--- src/asc_defs.svh ---
// Purpose: Constants for the converter control block.
// Assumes: Included by the package and by every design file.
// Notes: Times are in nanoseconds; counts derive from the clock period.
`ifndef ASC_DEFS_SVH
`define ASC_DEFS_SVH
`define ASC_RES_W 10
`define ASC_BYTE_W 8
`define ASC_CH_W 3
`define ASC_CH_TEMP 3'h0
`define ASC_CH_BANDGAP 3'h7
`define ASC_OTR_RESET 8'h99
`define ASC_CLK_NS 10
`define ASC_CONV_NS 9000
`define ASC_CONV_CYC ((`ASC_CONV_NS + `ASC_CLK_NS - 1) / `ASC_CLK_NS)
`define ASC_CNT_W 10
`define ASC_BITCNT_W 4
`define ASC_FIFO_DEPTH 8
`define ASC_FIFO_AW 3
`define ASC_SYNC_W 7
`define ASC_SYNC_RESET 7'h1B
`endif

--- src/asc_pkg.sv ---
// Purpose: Shared types for the converter control block.
// Assumes: Constants come from asc_defs.svh.
// Notes: Holds types only.
`include "asc_defs.svh"
package asc_pkg;
  typedef struct packed {
    logic [`ASC_CH_W-1:0] channel;
    logic [`ASC_RES_W-1:0] code;
  } asc_result_t;
  typedef enum logic [1:0] {
    ASC_IDLE,
    ASC_CONVERT,
    ASC_POWER_DOWN
  } asc_conv_state_t;
endpackage

--- src/asc_fifo.sv ---
// Purpose: Small synchronous FIFO with valid and ready on both sides.
// Assumes: One clock; the enable input freezes all state.
// Notes: Full and empty come straight from the occupancy count.
`timescale 1ns/1ps
`include "asc_defs.svh"
module asc_fifo #(
  parameter int WIDTH = 13,
  parameter int DEPTH = `ASC_FIFO_DEPTH,
  parameter int AW = `ASC_FIFO_AW
) (
  input wire logic clk_sys,
  input wire logic reset,
  input wire logic clk_en,
  input wire logic [WIDTH-1:0] in_data,
  input wire logic in_valid,
  output logic in_ready,
  output logic [WIDTH-1:0] out_data,
  output logic out_valid,
  input wire logic out_ready
);
  logic [WIDTH-1:0] mem [DEPTH];
  logic [AW-1:0] wr_ptr;
  logic [AW-1:0] rd_ptr;
  logic [AW:0] count;
  logic push;
  logic pop;

  assign in_ready = (count != (AW+1)'(DEPTH));
  assign out_valid = (count != '0);
  assign push = clk_en && in_valid && in_ready;
  assign pop = clk_en && out_valid && out_ready;
  assign out_data = mem[rd_ptr];

  always_ff @(posedge clk_sys) begin
    if (push) begin
      mem[wr_ptr] <= in_data;
    end
  end

  always_ff @(posedge clk_sys or posedge reset) begin
    if (reset) begin
      wr_ptr <= '0;
      rd_ptr <= '0;
      count <= '0;
    end else begin
      if (push) begin
        wr_ptr <= wr_ptr + 1'b1;
      end
      if (pop) begin
        rd_ptr <= rd_ptr + 1'b1;
      end
      if (push && !pop) begin
        count <= count + 1'b1;
      end else if (pop && !push) begin
        count <= count - 1'b1;
      end
    end
  end
endmodule // asc_fifo

--- src/asc_conv_ctrl.sv ---
// Purpose: Digital control of a serial-port converter with temperature sensor.
// Assumes: Serial clock, select and start pins are asynchronous to clk_sys.
// Notes: The analog core is outside; a result arrives on result_code.
`timescale 1ns/1ps
`include "asc_defs.svh"
// Summary of operation
// - A falling convert_start_n edge starts a 10-bit conversion.
// - Sampler holds from that edge until conversion ends, then tracks.
// - Convert_start_n low at conversion end enters power-down.
// - Temperature result above threshold drives over_temp_alert_n low.
// - Falling read/write select ends a read; rising select releases the alert.
// - Output bits launch on falling serial clock; input captured rising.
// - Separate output tri-states when select falls or chip select rises.
// - Shared pin carries both directions, direction set by select level.
// - The channel register written by the host picks the converted source.
// - Zero top five bits load channel, else byte loads threshold.
// - Channel 000 temperature, 001-100 inputs, 111 bandgap; resets 000.
// - Compare uses the top eight bits of the ten-bit temperature result.
// - Busy output is high for the whole of every conversion.
module asc_conv_ctrl
  import asc_pkg::*;
(
  input wire logic clk_sys,
  input wire logic reset,
  input wire logic clk_en,
  input wire logic convert_start_n,
  input wire logic serial_clk,
  input wire logic read_select,
  input wire logic chip_select_n,
  input wire logic serial_data_in,
  input wire logic shared_pin_mode,
  input wire logic shared_data_in,
  output logic serial_data_out,
  output logic serial_data_oe,
  output logic shared_data_out,
  output logic shared_data_oe,
  input wire logic [`ASC_RES_W-1:0] result_code,
  output logic track_hold,
  output logic [`ASC_CH_W-1:0] channel_select,
  output logic busy,
  output logic power_down,
  output logic over_temp_alert_n,
  output logic [`ASC_BYTE_W-1:0] over_temp_threshold
);
  // Two-flop synchronisers; the second stage and its delayed copy prev are read.
  logic [`ASC_SYNC_W-1:0] sync_a;
  logic [`ASC_SYNC_W-1:0] sync_1;
  logic [`ASC_SYNC_W-1:0] sync_b;
  logic [`ASC_SYNC_W-1:0] prev;
  logic mode_s;
  logic cs_n_s;
  logic sclk_s;
  logic rd_s;
  logic cst_n_s;
  logic din_s;
  logic sclk_rise;
  logic sclk_fall;
  logic rd_rise;
  logic rd_fall;
  logic cs_rise;
  logic cst_fall;
  asc_conv_state_t state;
  logic [`ASC_CNT_W-1:0] conv_cnt;
  logic conv_done;
  logic [`ASC_BYTE_W-1:0] rx_shift;
  logic [`ASC_BITCNT_W-1:0] rx_cnt;
  logic [`ASC_RES_W-1:0] tx_shift;
  logic tx_active;
  logic fifo_ready;
  logic res_valid;
  asc_result_t res_in;
  asc_result_t res_out;
  logic tx_load;
  logic tx_valid_w;

  assign sync_a[0] = chip_select_n;
  assign sync_a[1] = serial_clk;
  assign sync_a[2] = read_select;
  assign sync_a[3] = convert_start_n;
  assign sync_a[4] = serial_data_in;
  assign sync_a[5] = shared_data_in;
  assign sync_a[6] = shared_pin_mode;

  // Reset values match the idle pin levels so no false edge follows reset.
  always_ff @(posedge clk_sys or posedge reset) begin
    if (reset) begin
      sync_1 <= `ASC_SYNC_RESET;
      sync_b <= `ASC_SYNC_RESET;
      prev <= `ASC_SYNC_RESET;
    end else if (clk_en) begin
      sync_1 <= sync_a;
      sync_b <= sync_1;
      prev <= sync_b;
    end
  end

  assign cs_n_s = sync_b[0];
  assign sclk_s = sync_b[1];
  assign rd_s = sync_b[2];
  assign cst_n_s = sync_b[3];
  assign mode_s = sync_b[6];
  assign din_s = mode_s ? sync_b[5] : sync_b[4];
  assign sclk_rise = sclk_s && !prev[1] && !cs_n_s;
  assign sclk_fall = !sclk_s && prev[1] && !cs_n_s;
  assign rd_rise = rd_s && !prev[2];
  assign rd_fall = !rd_s && prev[2];
  assign cs_rise = cs_n_s && !prev[0];
  assign cst_fall = !cst_n_s && prev[3];
  assign conv_done = (state == ASC_CONVERT) &&
    (conv_cnt == `ASC_CNT_W'(`ASC_CONV_CYC - 1));

  // Conversion sequencer; power-down is left by the next start edge.
  always_ff @(posedge clk_sys or posedge reset) begin
    if (reset) begin
      state <= ASC_IDLE;
      conv_cnt <= '0;
    end else if (clk_en) begin
      unique case (state)
        ASC_IDLE, ASC_POWER_DOWN: begin
          conv_cnt <= '0;
          if (cst_fall) begin
            state <= ASC_CONVERT;
          end
        end
        ASC_CONVERT: begin
          conv_cnt <= conv_cnt + 1'b1;
          if (conv_done) begin
            state <= cst_n_s ? ASC_IDLE : ASC_POWER_DOWN;
          end
        end
      endcase
    end
  end

  assign busy = (state == ASC_CONVERT);
  assign track_hold = (state == ASC_CONVERT);
  assign power_down = (state == ASC_POWER_DOWN);

  // Control byte receive path, written while read select is low.
  always_ff @(posedge clk_sys or posedge reset) begin
    if (reset) begin
      rx_shift <= '0;
      rx_cnt <= '0;
      channel_select <= `ASC_CH_TEMP;
      over_temp_threshold <= `ASC_OTR_RESET;
    end else if (clk_en) begin
      if (cs_n_s || rd_s) begin
        rx_cnt <= '0;
      end else if (sclk_rise) begin
        rx_shift <= {rx_shift[`ASC_BYTE_W-2:0], din_s};
        if (rx_cnt == `ASC_BITCNT_W'(`ASC_BYTE_W - 1)) begin
          rx_cnt <= '0;
          if (rx_shift[`ASC_BYTE_W-2:`ASC_CH_W-1] == '0) begin
            channel_select <= {rx_shift[`ASC_CH_W-2:0], din_s};
          end else begin
            over_temp_threshold <= {rx_shift[`ASC_BYTE_W-2:0], din_s};
          end
        end else begin
          rx_cnt <= rx_cnt + 1'b1;
        end
      end
    end
  end

  // The channel in use is the register's current value at conversion end.
  assign res_in.channel = channel_select;
  assign res_in.code = result_code;
  assign res_valid = conv_done;

  // Results queue so a slow host read loses no result unless 8 are already waiting.
  asc_fifo #(
    .WIDTH($bits(asc_result_t)),
    .DEPTH(`ASC_FIFO_DEPTH),
    .AW(`ASC_FIFO_AW)
  ) u_fifo (
    .clk_sys(clk_sys),
    .reset(reset),
    .clk_en(clk_en),
    .in_data(res_in),
    .in_valid(res_valid),
    .in_ready(fifo_ready),
    .out_data(res_out),
    .out_valid(tx_valid_w),
    .out_ready(tx_load)
  );

  assign tx_load = tx_valid_w && !tx_active && rd_s && !cs_n_s;

  // Read path: load at read start, shift on falling serial clock.
  always_ff @(posedge clk_sys or posedge reset) begin
    if (reset) begin
      tx_shift <= '0;
      tx_active <= 1'b0;
    end else if (clk_en) begin
      if (rd_fall || cs_rise) begin
        tx_active <= 1'b0;
      end else if (tx_load) begin
        tx_shift <= res_out.code;
        tx_active <= 1'b1;
      end else if (tx_active && sclk_fall) begin
        tx_shift <= {tx_shift[`ASC_RES_W-2:0], 1'b0};
      end
    end
  end

  always_ff @(posedge clk_sys or posedge reset) begin
    if (reset) begin
      over_temp_alert_n <= 1'b1;
    end else if (clk_en) begin
      if (conv_done && channel_select == `ASC_CH_TEMP &&
          result_code[`ASC_RES_W-1:`ASC_RES_W-`ASC_BYTE_W] >
          over_temp_threshold) begin
        over_temp_alert_n <= 1'b0;
      end else if (rd_rise && !cs_n_s) begin
        over_temp_alert_n <= 1'b1;
      end
    end
  end

  assign serial_data_out = tx_shift[`ASC_RES_W-1];
  assign serial_data_oe = tx_active && !mode_s;
  assign shared_data_out = tx_shift[`ASC_RES_W-1];
  assign shared_data_oe = tx_active && mode_s;
endmodule // asc_conv_ctrl

--- config.mk ---
export PLATFORM = sky130hd
export DESIGN_NAME = asc_conv_ctrl
export DESIGN_NICKNAME = d
export VERILOG_FILES = /design/src/asc_pkg.sv /design/src/asc_fifo.sv /design/src/asc_conv_ctrl.sv
export VERILOG_INCLUDE_DIRS = /design/src
export SDC_FILE = /design/constraint.sdc
export NUM_CORES = 1
export LEC_CHECK = 0
export BUFFER_PORTS_ARGS = -buffer_cell sky130_fd_sc_hd__buf_2
export CELL_PAD_IN_SITES_DETAIL_PLACEMENT = 1
export CELL_PAD_IN_SITES_GLOBAL_PLACEMENT = 1
export CORE_MARGIN = 3
export CORE_UTILIZATION = 30
export CTS_CLUSTER_DIAMETER = 40
export DETAILED_ROUTE_END_ITERATION = 16
export PLACE_DENSITY_LB_ADDON = 0.1
export SLEW_MARGIN = 30
export SYNTH_ARGS = -nofsm -noshare
export SYNTH_HDL_FRONTEND = slang
export SYNTH_HIERARCHICAL = 1
export SYNTH_SLANG_ARGS = --single-unit
--- constraint.sdc ---
create_clock -name clk_sys -period 9.1 [get_ports clk_sys]
set_input_delay 1.365 -clock clk_sys [delete_from_list [all_inputs] [get_ports clk_sys]]
set_output_delay 1.365 -clock clk_sys [all_outputs]
set_load 0.005 [all_outputs]
==> results_dict.tcl <==
set metrics [dict create \
    fin_setup_tns_ns 0 \
    ir_worst_vdd_v 0.000125 \
    root_buffer "clkbuf_16" \
    htreeDepth 4 \
    syn2layout_area_growth_pct 16.9 \
    layout-drive-gt1-share_pct 29.0 \
    syn_area_per_cell_um2 14.9 \
    grt_pass1_wl_um 24200 \
    power.leakage_uw 0.00301 \
    cts_tree "done" \
    grt_setup_unrepaired "false" \
    drtIter0Drc 238 \
    wl_met2_um 7330 \
    routed_wl_um 15000 \
    drt-met1-wl_um 7060 \
    clock_latency_ns 0.42 \
    via_count 3902 \
    finClkSkew_ns 0.00688 \
    synth_nets 490 \
    r2r_slack_ns 5.85 \
    grt_start_max_net_pins 65 \
    timing.final.max_slew_violations 0 \
    die-height_um 156 \
    diodes 0 \
    status "finished clean" \
    dp_cells 766 \
    ios 39 \
    maxCapViolCount 0 \
    cp.arrival_ns 3.91 \
    grt_antenna_before_repair 0 \
    period_needed_ns 3.63 \
    cp-end-kind "flip-flop" \
    core_area_um2 22000 \
    cts_resized 0 \
    wl_per_cell_um 18.8 \
    relSlewSlack_pct 40.1 \
    numCtsBuffers 17 \
    wl_met3_um 397 \
    dieArea_um2 24400 \
    setup_violations 0 \
    crit_path_max_fanout 38 \
    worstPathRequired_ns 9.38 \
    initial_core_util_pct 30.8 \
    synthCells 454 \
    power.density_nw_per_um2 202 \
    setup.worst_path.class "in2reg" \
    first_pass_iters 4 \
    cts_hold_buffers 0 \
    fp-row-count 54 \
    fin_crit_sh_pct 39.8 \
    drc 0 \
    finalNonFillerCells 798 \
    io_buffers 38 \
    nets 541 \
    clk_pin_slew_worst_paths_ns 0.06 \
    dieWidth_um 156 \
    place_ws_ns 4.98 \
    finalHoldViolations 0 \
    final_util_pct 36.0 \
    slowest_stage "buf_2" \
    clock_path_buffers 2 \
    path_delay_family "simple AND/OR/NAND/NOR gates" \
    overflow 0 \
    hold_class "reg2reg" \
    gp_congestion 0.771 \
    fin_ws_ns 5.47 \
    path_cells "buf_2 -> nand3_2 -> inv_1 -> ha_1 -> inv_1 -> ha_1 -> or4_1 -> nand3_1 -> o221ai_1" \
    ys_warn_count 6 \
    post_drt_via_cell_ratio 4.89 \
    worst_slew_pin_slew_ns 0.891 \
    synth_area_um2 6780 \
    highest_layer "met4" \
    grt_pass1_vias 4279 \
    cpPeakStageDelay_ns 0.59 \
    grtUsageTotal_pct 13.1 \
    worst-path-buf-inv 3 \
    cts_setup_buffers 0 \
    dp_hpwl_um 10000 \
    clock-sinks 154 \
    worstSetupStartpointType "input pin" \
    ant_nets 0 \
    max_freq_mhz 276 \
]
metrics by stage:
step / hold slack, ns / power (uW) / instance area, um2
2_1_floorplan: 0.442 / 878 / 6780
3_3_place_gp: 0.461 / 912 / 7330
3_5_place_dp: 0.470 / 918 / 7330
4_1_cts: 0.485 / 1630 / 7920
5_1_grt: 0.494 / 1670 / 7920
6_report: 0.476 / 1600 / 7920
registers in the layout, indices dropped and copies added, names as in the netlist:
register,count
channel_select,3
conv_cnt,10
over_temp_alert_n,1
over_temp_threshold,8
prev,4
rx_cnt,4
rx_shift,7
state,2
sync_1,7
sync_b,7
tx_active,1
tx_shift,10
u_fifo/count,4
u_fifo/mem,80
u_fifo/rd_ptr,3
u_fifo/wr_ptr,3
routing by layer:
layer  vias up  GRT usage [%]
met5         -              0
met4         0           4.54
met3        18           3.04
met2        45           21.6
met1      2030           17.1
li1       1809              -
cell usage in the layout, fill, tap and decap left out, drive strengths merged, types with 2 or more instances in the layout:
cell type and n:
a21oi 10, a22o 2, buf 49, bufinv 2, clkbuf 19, clkinv 8
clkinvlp 2, dfrtp 58, dfstp 16, edfxtp 80, ha 15, inv 18
mux2 42, mux2i 11, mux4 20, nand2 35, nand2b 7, nand3 9
nand3b 4, nand4 5, nor2 19, nor2b 7, nor3 10, nor4 2
nor4bb 2, o211ai 2, o21ai 29, o31ai 2, or3 4, or4 3
or4b 2, xnor2 11
worst reg2reg max path, cell delays in order, from the launching register on:
cell	delay, ns
dfrtp_1	0.39
ha_1	0.22
nor3b_1	0.28
nand3_1	0.18
nor2_1	0.23
nand3_2	0.23
inv_1	0.14
ha_1	0.26
inv_1	0.12
ha_1	0.36
or4_1	0.49
nand3_1	0.10
o221ai_1	0.12
final timing paths:
kind / from / cells past startpoint / endpoint
min in group asynchronous: reset / 2 / u_fifo/count[3]
min: rx_cnt[3] / 1 / rx_cnt[3]
max in group asynchronous: reset / 3 / rx_shift[6]
max: clk_en / 9 / u_fifo/count[3]
max reg2reg: conv_cnt[0] / 12 / u_fifo/count[3]
min reg2reg: rx_cnt[3] / 1 / rx_cnt[3]
report_power, final:
part | internal [uW] | switching [uW]
Sequential | 772 | 31.4
Clock | 413 | 284
Combinational | 43.4 | 54.5
cell type report:
type / count / area [um2]
Fill cell: 2297 / 14100
Sequential cell: 154 / 4280
Multi-Input combinational cell: 266 / 2370
Clock buffer: 19 / 443
Tap cell: 280 / 350
Timing Repair Buffer: 49 / 277
Clock inverter: 13 / 143
Inverter: 17 / 63.8
Note: power is estimated with default switching activity, not from simulation.
